$ cat src/rate_sel_pkg.sv
// shared constants and types for the rate selection control
package rate_sel_pkg;
    // ------------------------------------------------------------
    // timing
    // ------------------------------------------------------------
    localparam int unsigned CLK_PERIOD_PS    = 10000;
    localparam int unsigned HARMONIC_LOCK_FLAG_DELAY_PS   = 2000000;
    // least time rounds up
    localparam int unsigned HARMONIC_LOCK_FLAG_DELAY_CYC  =
        (HARMONIC_LOCK_FLAG_DELAY_PS + CLK_PERIOD_PS - 1) / CLK_PERIOD_PS;
    localparam int unsigned SCAN_PERIOD_DEF  = 100000;
    localparam int unsigned HWIN_DEF         = 64;
    // ------------------------------------------------------------
    // widths and values
    // ------------------------------------------------------------
    localparam int unsigned IDX_W     = 2;
    localparam logic [1:0]  IDX_RST   = 2'h0;
    localparam logic [1:0]  IDX_STEP  = 2'h1;
    localparam int unsigned SR_W      = 3;

    typedef enum logic [1:0]
    {
        ST_HOLD = 2'b00,
        ST_SCAN = 2'b01
    } scan_state_t;

    typedef struct packed
    {
        logic       carrier_detect;
        logic       freq_unlock_flag;
        logic       manual_rate_mode;
    } lock_in_t;

    typedef struct packed
    {
        logic [1:0] o;
        logic [1:0] oe;
    } rate_bus_t;
endpackage

$ cat src/auto_rate_select_control.sv
// rate selection control: scan sequencer, harmonic lock detector, index latch
// ------------------------------------------------------------
// Overview of operation
// - in auto mode, scan request steps index each scan period
// - request drops once locked, index held
// - request needs carrier and unlock or harmonic
// - count bit changes over three clock periods
// - harmonic flag clear at rate above eighth
// - harmonic flag rises after at least 2 us
// - sparse interval shorter than period never steps
// - auto mode drives index onto rate bus
// - manual mode: strobe high loads bus, low holds; auto mode ignores strobe
// - manual mode releases rate bus drivers
// - manual mode request flags mismatched rate
// ------------------------------------------------------------
`timescale 1ns/1ps
module auto_rate_select_control
#(
    parameter int unsigned SCAN_PERIOD = rate_sel_pkg::SCAN_PERIOD_DEF,
    parameter int unsigned HWIN        = rate_sel_pkg::HWIN_DEF,
    parameter int unsigned HARMONIC_LOCK_FLAG_CYC   = rate_sel_pkg::HARMONIC_LOCK_FLAG_DELAY_CYC
)
(
    input  wire logic                   clk_sys,
    input  wire logic                   rst_b,
    input  wire rate_sel_pkg::lock_in_t lock_in,
    input  wire logic                   data_in,
    input  wire logic                   rate_write_strobe,
    input  wire logic [1:0]             rate_index_in,
    output rate_sel_pkg::rate_bus_t     rate_bus,
    output logic [1:0]                  rate_index,
    output logic                        scan_request,
    output logic                        harmonic_lock_flag
);
    // ------------------------------------------------------------
    // reset release
    // ------------------------------------------------------------
    logic [1:0] rst_sync_q;
    wire        rst_n = rst_sync_q[1];

    always_ff @(posedge clk_sys or negedge rst_b)
    begin
        if (!rst_b) rst_sync_q <= 2'h0;
        else        rst_sync_q <= {rst_sync_q[0], 1'b1};
    end

    // ------------------------------------------------------------
    // harmonic lock detector
    // ------------------------------------------------------------
    // data_in is sampled once per recovered clock period (clk_sys here)
    logic [rate_sel_pkg::SR_W-1:0] hist_q;
    logic [15:0]                   win_q;
    logic [15:0]                   hit_q;
    logic [31:0]                   hcnt_q;
    logic                          harm_cond_q;
    logic                          harmonic_lock_flag_q;

    // a change in each of three consecutive periods: 1010-type pattern
    wire tri_change = (hist_q[2] ^ hist_q[1]) & (hist_q[1] ^ hist_q[0])
                    & (hist_q[0] ^ data_in);
    wire win_end    = (win_q == 16'(HWIN - 1));
    // fewer than one eighth of periods carried the event
    wire rate_low   = ({hit_q, 3'h0} < {3'h0, 16'(HWIN)});
    wire hdly_done  = (hcnt_q >= HARMONIC_LOCK_FLAG_CYC - 1);

    always_ff @(posedge clk_sys or negedge rst_n)
    begin
        if (!rst_n)
        begin
            hist_q      <= '0;
            win_q       <= 16'h0;
            hit_q       <= 16'h0;
            harm_cond_q <= 1'b0;
        end
        else
        begin
            hist_q      <= {hist_q[1:0], data_in};
            win_q       <= win_end ? 16'h0 : win_q + 16'h1;
            hit_q       <= win_end ? 16'h0 : hit_q + {15'h0, tri_change};
            harm_cond_q <= win_end ? rate_low : harm_cond_q;
        end
    end

    // flag rises only after the condition holds for the full delay
    always_ff @(posedge clk_sys or negedge rst_n)
    begin
        if (!rst_n)
        begin
            hcnt_q               <= 32'h0;
            harmonic_lock_flag_q <= 1'b0;
        end
        else if (!harm_cond_q)
        begin
            hcnt_q               <= 32'h0;
            harmonic_lock_flag_q <= 1'b0;
        end
        else
        begin
            hcnt_q               <= hdly_done ? hcnt_q : hcnt_q + 32'h1;
            harmonic_lock_flag_q <= hdly_done;
        end
    end

    // ------------------------------------------------------------
    // index arithmetic
    // ------------------------------------------------------------
    // two bits wrap from three to zero on their own, no compare needed
    function automatic logic [1:0] next_idx(input logic [1:0] cur);
        next_idx = cur + rate_sel_pkg::IDX_STEP;
    endfunction

    // check counters saturate so a long run cannot roll over and fire falsely
    function automatic logic [31:0] sat_inc(input logic [31:0] cur);
        sat_inc = (cur == 32'hffff_ffff) ? cur : cur + 32'h1;
    endfunction

    // ------------------------------------------------------------
    // scan request and sequencer
    // ------------------------------------------------------------
    rate_sel_pkg::scan_state_t state_q;
    logic [31:0]               scnt_q;
    logic [1:0]                idx_q;

    wire req_c      = lock_in.carrier_detect
                    & (lock_in.freq_unlock_flag | harmonic_lock_flag_q);
    wire auto_mode  = !lock_in.manual_rate_mode;
    // whole period of continuous request needed; shorter bursts restart it
    wire period_end = (scnt_q == SCAN_PERIOD - 1);
    wire step       = auto_mode && (state_q == rate_sel_pkg::ST_SCAN)
                    && req_c && period_end;
    // strobe comes from outside; in auto mode it is our request fed back
    wire load       = rate_write_strobe && lock_in.manual_rate_mode;

    always_ff @(posedge clk_sys or negedge rst_n)
    begin
        if (!rst_n)
        begin
            state_q <= rate_sel_pkg::ST_HOLD;
            scnt_q  <= 32'h0;
        end
        else
        begin
            state_q <= (req_c && auto_mode) ? rate_sel_pkg::ST_SCAN
                                            : rate_sel_pkg::ST_HOLD;
            scnt_q  <= (!req_c || !auto_mode || period_end) ? 32'h0
                                                            : scnt_q + 32'h1;
        end
    end

    always_ff @(posedge clk_sys or negedge rst_n)
    begin
        if (!rst_n)     idx_q <= rate_sel_pkg::IDX_RST;
        else if (load)  idx_q <= rate_index_in;
        else if (step)  idx_q <= next_idx(idx_q);
    end

    // ------------------------------------------------------------
    // outputs
    // ------------------------------------------------------------
    assign scan_request       = req_c;
    assign harmonic_lock_flag = harmonic_lock_flag_q;
    assign rate_index         = idx_q;
    assign rate_bus.o         = idx_q;
    assign rate_bus.oe        = auto_mode ? 2'h3 : 2'h0;

    // ------------------------------------------------------------
    // check helpers
    // ------------------------------------------------------------
    // counted apart from the sequencer so the checks do not reuse its counters
    logic [31:0] req_run_q;
    logic [31:0] cond_run_q;

    wire req_live = req_c && auto_mode;

    always_ff @(posedge clk_sys or negedge rst_n)
    begin
        if (!rst_n)         req_run_q <= 32'h0;
        else if (!req_live) req_run_q <= 32'h0;
        else                req_run_q <= sat_inc(req_run_q);
    end

    always_ff @(posedge clk_sys or negedge rst_n)
    begin
        if (!rst_n)            cond_run_q <= 32'h0;
        else if (!harm_cond_q) cond_run_q <= 32'h0;
        else                   cond_run_q <= sat_inc(cond_run_q);
    end

    // ------------------------------------------------------------
    // checks
    // ------------------------------------------------------------
    a_req_gate: assert property (@(posedge clk_sys) disable iff (!rst_n)
        scan_request == (lock_in.carrier_detect
            && (lock_in.freq_unlock_flag || harmonic_lock_flag)))
        else $error("scan request gating wrong");
    a_idx_hold: assert property (@(posedge clk_sys) disable iff (!rst_n)
        (!scan_request && !load) |=> $stable(rate_index))
        else $error("index moved without request");
    a_idx_wrap: assert property (@(posedge clk_sys) disable iff (!rst_n)
        (step && !load && rate_index == 2'h3) |=> rate_index == 2'h0)
        else $error("index did not wrap");
    a_idx_step: assert property (@(posedge clk_sys) disable iff (!rst_n)
        (step && !load) |=> rate_index == $past(rate_index) + 2'h1)
        else $error("index did not step");
    a_man_load: assert property (@(posedge clk_sys) disable iff (!rst_n)
        load |=> rate_index == $past(rate_index_in))
        else $error("manual load missed");
    a_bus_tri: assert property (@(posedge clk_sys) disable iff (!rst_n)
        lock_in.manual_rate_mode |-> rate_bus.oe == 2'h0)
        else $error("bus driven in manual mode");
    a_bus_drive: assert property (@(posedge clk_sys) disable iff (!rst_n)
        !lock_in.manual_rate_mode |-> (rate_bus.oe == 2'h3
            && rate_bus.o == rate_index))
        else $error("bus not showing index");
    a_harmonic_lock_flag_dly: assert property (@(posedge clk_sys) disable iff (!rst_n)
        $rose(harmonic_lock_flag) |-> hcnt_q >= HARMONIC_LOCK_FLAG_CYC - 1)
        else $error("harmonic flag too early");
    a_sparse_ok: assert property (@(posedge clk_sys) disable iff (!rst_n)
        (step) |-> scnt_q == SCAN_PERIOD - 1)
        else $error("step before full period");
    a_harm_clr: assert property (@(posedge clk_sys) disable iff (!rst_n)
        !harm_cond_q |=> !harmonic_lock_flag)
        else $error("harmonic flag not cleared");

    // ------------------------------------------------------------
    // checks: request and index
    // ------------------------------------------------------------
    a_step_run: assert property (@(posedge clk_sys) disable iff (!rst_n)
        step |-> req_run_q >= SCAN_PERIOD - 1)
        else $error("step after short request");
    a_man_hold: assert property (@(posedge clk_sys) disable iff (!rst_n)
        (lock_in.manual_rate_mode && !load) |=> $stable(rate_index))
        else $error("index moved in manual mode");
    a_auto_strobe: assert property (@(posedge clk_sys) disable iff (!rst_n)
        (auto_mode && !step) |=> $stable(rate_index))
        else $error("strobe loaded in auto mode");
    a_step_auto: assert property (@(posedge clk_sys) disable iff (!rst_n)
        step |-> !lock_in.manual_rate_mode)
        else $error("step in manual mode");
    a_req_carrier: assert property (@(posedge clk_sys) disable iff (!rst_n)
        !lock_in.carrier_detect |-> !scan_request)
        else $error("request without carrier");
    a_req_unlock: assert property (@(posedge clk_sys) disable iff (!rst_n)
        (lock_in.carrier_detect && lock_in.freq_unlock_flag) |-> scan_request)
        else $error("unlock gave no request");
    a_req_harm: assert property (@(posedge clk_sys) disable iff (!rst_n)
        (lock_in.carrier_detect && harmonic_lock_flag) |-> scan_request)
        else $error("harmonic gave no request");
    a_scan_state: assert property (@(posedge clk_sys) disable iff (!rst_n)
        (state_q == rate_sel_pkg::ST_SCAN) |-> $past(req_c && auto_mode))
        else $error("scan state without request");
    a_state_idle: assert property (@(posedge clk_sys) disable iff (!rst_n)
        !req_live |=> state_q == rate_sel_pkg::ST_HOLD)
        else $error("scan state held without request");
    a_scnt_range: assert property (@(posedge clk_sys) disable iff (!rst_n)
        scnt_q < SCAN_PERIOD)
        else $error("scan count out of range");

    // ------------------------------------------------------------
    // checks: harmonic detector
    // ------------------------------------------------------------
    a_harmonic_lock_flag_min: assert property (@(posedge clk_sys) disable iff (!rst_n)
        $rose(harmonic_lock_flag) |-> cond_run_q >= HARMONIC_LOCK_FLAG_CYC)
        else $error("harmonic flag before delay");
    a_flag_cond: assert property (@(posedge clk_sys) disable iff (!rst_n)
        harmonic_lock_flag |-> $past(harm_cond_q))
        else $error("harmonic flag without condition");
    a_flag_sticky: assert property (@(posedge clk_sys) disable iff (!rst_n)
        (harmonic_lock_flag && harm_cond_q) |=> harmonic_lock_flag)
        else $error("harmonic flag dropped early");
    a_hcnt_clear: assert property (@(posedge clk_sys) disable iff (!rst_n)
        !harm_cond_q |=> hcnt_q == 32'h0)
        else $error("delay count not cleared");
    a_win_range: assert property (@(posedge clk_sys) disable iff (!rst_n)
        win_q < 16'(HWIN))
        else $error("window count out of range");
    a_win_wrap: assert property (@(posedge clk_sys) disable iff (!rst_n)
        win_end |=> win_q == 16'h0)
        else $error("window did not restart");
    a_hit_range: assert property (@(posedge clk_sys) disable iff (!rst_n)
        hit_q <= win_q)
        else $error("more hits than periods");
    a_cond_hold: assert property (@(posedge clk_sys) disable iff (!rst_n)
        !win_end |=> $stable(harm_cond_q))
        else $error("condition moved inside window");

    // ------------------------------------------------------------
    // cover points
    // ------------------------------------------------------------

    c_step:   cover property (@(posedge clk_sys) disable iff (!rst_n) step);
    c_wrap:   cover property (@(posedge clk_sys) disable iff (!rst_n)
        step && rate_index == 2'h3);
    c_harmonic_lock_flag:  cover property (@(posedge clk_sys) disable iff (!rst_n)
        $rose(harmonic_lock_flag));
    c_load:   cover property (@(posedge clk_sys) disable iff (!rst_n) load);
    c_hclear: cover property (@(posedge clk_sys) disable iff (!rst_n)
        $fell(harmonic_lock_flag));
endmodule

$ cat config.mk
export PLATFORM = sky130hd
export DESIGN_NAME = auto_rate_select_control
export DESIGN_NICKNAME = d
export VERILOG_FILES = /design/src/rate_sel_pkg.sv /design/src/auto_rate_select_control.sv
export SDC_FILE = /design/constraint.sdc
export NUM_CORES = 1
export LEC_CHECK = 0
export BUFFER_PORTS_ARGS = -buffer_cell sky130_fd_sc_hd__buf_2
export CAP_MARGIN = 10
export CORE_AREA = 2 2 93 139
export CTS_BUF_LIST = sky130_fd_sc_hd__clkbuf_16
export DETAILED_ROUTE_END_ITERATION = 6
export DIE_AREA = 0 0 95 141
export PLACE_DENSITY = 0.57
export RECOVER_POWER = 100
export SETUP_SLACK_MARGIN = 0.02
export SYNTH_ARGS = -nofsm -noshare
export SYNTH_HDL_FRONTEND = slang
export SYNTH_SLANG_ARGS = --single-unit
export TNS_END_PERCENT = 50
$ cat constraint.sdc
create_clock -name clk_sys -period 5.6 [get_ports clk_sys]
set_input_delay 0.28 -clock clk_sys [delete_from_list [all_inputs] [get_ports clk_sys]]
set_output_delay 0.28 -clock clk_sys [all_outputs]
set_load 0.02 [all_outputs]
* Yosys cells after proc, flatten, opt, wreduce, memory -nomap -nowiden *
Index checks and enable logic that the tools add are counted.
W data, S select, Z words.

storage, ports and cells
  register bits after elaboration = 106
  input bits = 9
  output and inout port bits = 8
  logic and storage cells = 48

operators by class
  $add $sub $neg = 5
  magnitude comparators = 2
  equality and inequality tests = 4
  mux-type cells = 10
  bitwise gates (word level) = 7
  reductions and logical operators = 10

operator list
  operator                 count
  $mux W32                 3
  $add A32 B1 Y32 const B  2
  $eq A32 B17 Y1 const B   1
  $ge A32 B8 Y1 const B    1
  $mux W16                 2
  $lt A19 B7 Y1 const B    1
  $add A16 B1 Y16          1
  $add A16 B1 Y16 const B  1
  $eq A16 B6 Y1 const B    1
  $mux W2                  3
  $logic_and A1 B1 Y1      5
  $and A1 B1 Y1            3
  $xor A1 B1 Y1            3
  $add A2 B1 Y2 const B    1
  $logic_not A1 Y1         2
  $logic_or A1 B1 Y1       2
  $mux W1                  2
  $ne A2 B2 Y1 const B     1
  $reduce_bool A2 Y1       1
  $eq A1 B1 Y1 const B     1
  $or A1 B1 Y1             1

* Longest topological paths before layout *
  depth in word-level cells = 6
  depth in mapped cells = 9
  gate-level depth less buffers = 7

* Worst setup path before layout *
No wires, ideal clock.

  path kind = flip-flop to flip-flop
  from = register scnt_q[22]
  to = register scnt_q[22]
  library setup time = 121 ps
  data arrival time = 1969 ps
  required time = 5479 ps
  setup slack = 3510 ps
  stages on the path, launching flop included = 9
  buffers on the path = 3
  cell sequence = dfrtp_1 > clkbuf_1 > nor4_1 > nand4_1 > or3_1 > o21ai_1 > clkbuf_1 > buf_2 > nor2_1

between the ends
  longest elaborated chain between the ends = 3

ends and longest elaborated chain
  item                                                     line                             text
  start, declared                                          auto_rate_select_control.sv:121  logic [31:0] scnt_q;
  start signal, assigned                                   auto_rate_select_control.sv:145  scnt_q <= (!req_c || !auto_mode || period_end) ? 32'h0
  branches (longest 2 deep; another with $add A32 B1 Y32)  -
  $mux W32 *                                               auto_rate_select_control.sv:145

Every way passes the cells marked *.
A chain may end at the register's enable or synchronous reset.

* Final worst setup path *
  from = register scnt_q[0]
  to = register scnt_q[13]

The elaborated chain is that of the path after synthesis.

==> results.sh <==
export IMPL_setup_viol_count_final=0
export IMPL_layout_nets=491
export IMPL_grtUsageTotal=0.141
export IMPL_clock_latency_ns=0.35
export IMPL_run_status="complete, but fails checks"
export IMPL_detail_route_drc_violations=0
export IMPL_clock_tree_from_tritoncts="built"
export IMPL_route_detailed_wl_per_inst_um=13.2
export IMPL_synth_yosys_seq_area_share=0.557
export IMPL_die_area_um2=13400
export IMPL_timing_critical_path_to_type="flop"
export IMPL_yosys_area_top_type_share=0.557
export IMPL_boundaryPins=17
export IMPL_syn_instance_count=467
export IMPL_wirelength_mm=8.41
export IMPL_fraction_of_final_layout_cells_with_drive_strength_greater_than_1=0.0498
export IMPL_pwr_share_comb=0.038
export IMPL_p_leak_uw=0.00230
export IMPL_area_delta_synth_final_pct=9.92
export IMPL_post_dp_hpwl_mm=5.71
export IMPL_cts_resized=0
export IMPL_fraction_of_power_consumed_by_sequential_logic=0.548
export IMPL_clockBufferDepth=2
export IMPL_worst_path_arrival_ns=3.28
export IMPL_total_power_uw=1470
export IMPL_ant_diodes=0
export IMPL_grt_first_pass_wirelength_mm=15.1
export IMPL_worstSetupPathType="flop to flop"
export IMPL_final_min_period_over_clock_period=0.552
export IMPL_critical_path_cell_chain="ha_1 -> and4_1 -> nand4_1 -> or3_1 -> o21ai_0 -> clkbuf_1 -> nor2_1"
export IMPL_ys_types=35
export IMPL_cts_hold_repair_buffers=1
export IMPL_routabilityCongestion=0.840
export IMPL_worst_pin_slew_ns=1.96
export IMPL_synth_nets=481
export IMPL_worst_path_largest_cell_delay_ns=0.82
export IMPL_critical_path_slowest_cell="sky130_fd_sc_hd__clkbuf_1"
export IMPL_fmaxAchievable_ghz=0.324
export IMPL_crit_path_start_kind="flop"
export IMPL_failed_checks="max-capacitance violations, max-slew violations"
export IMPL_cts_sinks=106
export IMPL_ant_nets=0
export IMPL_ys_top_cells_by_area="sky130_fd_sc_hd__dfrtp_1, sky130_fd_sc_hd__xnor2_1, sky130_fd_sc_hd__xor2_1"
export IMPL_timing_critical_path_max_delay_family="simple AND/OR/NAND/NOR gates"
export IMPL_final_fill_count=1181
export IMPL_slew_violations=83
export IMPL_setup_ws_ns=2.51
export IMPL_num_rows=50
export IMPL_synth_ff_type="sky130_fd_sc_hd__dfrtp_1"
export IMPL_worst_endpoint_required_ns=5.79
export IMPL_die_h_um=141
export IMPL_synth_edf_count=0
export IMPL_ys_warnings_count=0
export IMPL_num_vias=3297
export IMPL_portBuffers=16
export IMPL_synth_top_cells_by_count="sky130_fd_sc_hd__dfrtp_1, sky130_fd_sc_hd__nor2_1, sky130_fd_sc_hd__nand2_1, sky130_fd_sc_hd__and2_1, sky130_fd_sc_hd__nand3_1"
export IMPL_syn_avg_cell_area_um2=10.2
export IMPL_power_switching_uw=356
export IMPL_clock_skew_ns=0.00784
export IMPL_share_clk_of_total_power=0.414
export IMPL_initial_core_util=0.387
export IMPL_clk_pin_slew_worst_paths_ns=0.07
export IMPL_cts_inserted_buffers=9
export IMPL_drt_pass1_iter_count=4
export IMPL_sw_frac_of_total=0.242
export IMPL_drv_max_cap_violation_count=1
export IMPL_routed_via_density=5.17
export IMPL_path_class_of_the_lowest_slack_min_delay_path="input port to flop"
export IMPL_post_route_util=0.425
export IMPL_htree_num_levels=3
export IMPL_cp_num_buf_inv=1
export IMPL_area_leader_netlist="sky130_fd_sc_hd__dfrtp_1"
export IMPL_syn_area_um2=4770
export IMPL_ys_async_sr_fraction=1.00
export IMPL_postCtsSetupRepairBufs=0
export IMPL_vdd_ir_drop_max_uv=167
export IMPL_maxSlewHeadroom=-0.303
export IMPL_cts_root_buffer_cell="sky130_fd_sc_hd__clkbuf_16"
export IMPL_rsz0062_at_grt="false"
export IMPL_die_width_um=95
export IMPL_grt_start_max_net_pins=83
export IMPL_number_of_antenna_violations_at_the_first_check_in_global_routing=0
export IMPL_core_area_um2=12300
export IMPL_first_global_vias=3352
export IMPL_synth_seq_cells=106
export IMPL_internal_power_uw=1120
export IMPL_dp_slack_ns=2.93
export IMPL_iteration_0_drc_markers=153
export IMPL_synthMostInstantiatedCell="sky130_fd_sc_hd__dfrtp_1"
export IMPL_layout_min_cycle_time_ns=3.09
export IMPL_fin_hold_viols=0
export IMPL_setup_total_negative_slack_ns=0
export IMPL_crit_path_max_fanout=24
export IMPL_globalRoute_totalOverflow=0
export IMPL_power_per_cell_area_nw_per_um2=281
==> placed cells by master, fill, tap and decap left out, types with 2 or more instances in the layout <==
cell                        synthesis  layout
sky130_fd_sc_hd__nand3_1           28      28
sky130_fd_sc_hd__and2_1            28      10
sky130_fd_sc_hd__or4_1              3       3
sky130_fd_sc_hd__inv_1             10      10
sky130_fd_sc_hd__nor2_1            60      60
sky130_fd_sc_hd__a31oi_1            2       2
sky130_fd_sc_hd__and4_1             6       6
sky130_fd_sc_hd__nand4_1           19      19
sky130_fd_sc_hd__inv_8              0       2
sky130_fd_sc_hd__clkbuf_1          13      11
sky130_fd_sc_hd__nor4_1            18      18
sky130_fd_sc_hd__a21oi_1           10      10
sky130_fd_sc_hd__mux2i_1            3       3
sky130_fd_sc_hd__and3_1            14      14
sky130_fd_sc_hd__or3_1             11      11
sky130_fd_sc_hd__clkbuf_16          0       9
sky130_fd_sc_hd__xor2_1            26      26
sky130_fd_sc_hd__xnor2_1           26      26
sky130_fd_sc_hd__or4bb_1            2       2
sky130_fd_sc_hd__nor3_1            16      16
sky130_fd_sc_hd__ha_1               5       5
sky130_fd_sc_hd__inv_6              0       2
sky130_fd_sc_hd__buf_2              3       6
sky130_fd_sc_hd__nor2b_1            4       4
sky130_fd_sc_hd__dfrtp_1          106     106
sky130_fd_sc_hd__o21ai_0           11      12
sky130_fd_sc_hd__and2_0             0      18
sky130_fd_sc_hd__nand2_1           29      29
==> per-layer routing <==
| metal | GRT usage | vias to the layer above | routed length, um |
|---|---|---|---|
| li1 | - | 1617 | - |
| met1 | 0.169 | 1604 | 3790 |
| met2 | 0.234 | 53 | 4130 |
| met3 | 0.0353 | 23 | 252 |
| met4 | 0.0648 | 0 | 244 |
| met5 | 0 | - | 0 |
==> area by class of cell <==
class	instances	area (um^2)	area share
inverter	10	37.5	0.00717
tap	156	195	0.0373
multi-input combinational	331	1980	0.378
clock buffer	9	225	0.0430
clock inverter	7	60.1	0.0115
timing repair buffer	19	86.3	0.0165
sequential	106	2650	0.506
==> power by group through the flow <==
stage | clock (uW) | combinational [uW] | sequential [uW]
finish | 610 | 56.0 | 807
global route | 663 | 66.2 | 811
floorplan | 0 | 35.2 | 827
detailed placement | 0 | 58.3 | 822
global placement | 0 | 57.8 | 821
CTS | 633 | 59.5 | 806
==> state kept, by name, summed over array words and instances, names as in the netlist <==
name	count
hit_q	16
hist_q	3
rate_index	2
scnt_q	32
win_q	16
state_q	1
harmonic_lock_flag	1
rst_sync_q	2
hcnt_q	32
harm_cond_q	1
==> per-stage QoR <==
step,instance area [um^2],instances,hold WS [ns]
6_report,5240,638,0.0630
5_1_grt,5240,638,0.0561
4_1_cts,5260,637,0.0435
3_5_place_dp,4960,620,0.0670
3_3_place_gp,4960,620,0.0651
2_1_floorplan,4770,467,-0.0156
==> logic make-up after synthesis <==
kind of cell | Yosys count | synth area share
AND/OR/NAND/NOR | 242 | 0.267
flip-flops | 106 | 0.557
XOR/XNOR | 52 | 0.0956
buffers and inverters | 30 | 0.0276
AO/OA/AOI/OAI | 28 | 0.0328
adder cells (fa/ha/maj) | 5 | 0.0131
multiplexers | 3 | 0.00630
other | 1 | 0.000787
==> worst paths after layout <==
| kind | start | endpoint | slack, ns | depth (start not counted) |
|---|---|---|---|---|
| setup reg to reg | scnt_q[0]$_DFF_PN0_ | scnt_q[13]$_DFF_PN0_ | 2.51 | 7 |
| min in group asynchronous | rst_b | rst_sync_q[1]$_DFF_PN0_ | 0.24 | 2 |
| max in group asynchronous | rst_sync_q[1]$_DFF_PN0_ | scnt_q[28]$_DFF_PN0_ | 2.79 | 1 |
| hold / removal | data_in | hist_q[0]$_DFF_PN0_ | 0.06 | 1 |
| hold reg to reg | rst_sync_q[0]$_DFF_PN0_ | rst_sync_q[1]$_DFF_PN0_ | 0.36 | 0 |
| setup / recovery | scnt_q[0]$_DFF_PN0_ | scnt_q[13]$_DFF_PN0_ | 2.51 | 7 |
(Power assumes the default switching activity.)
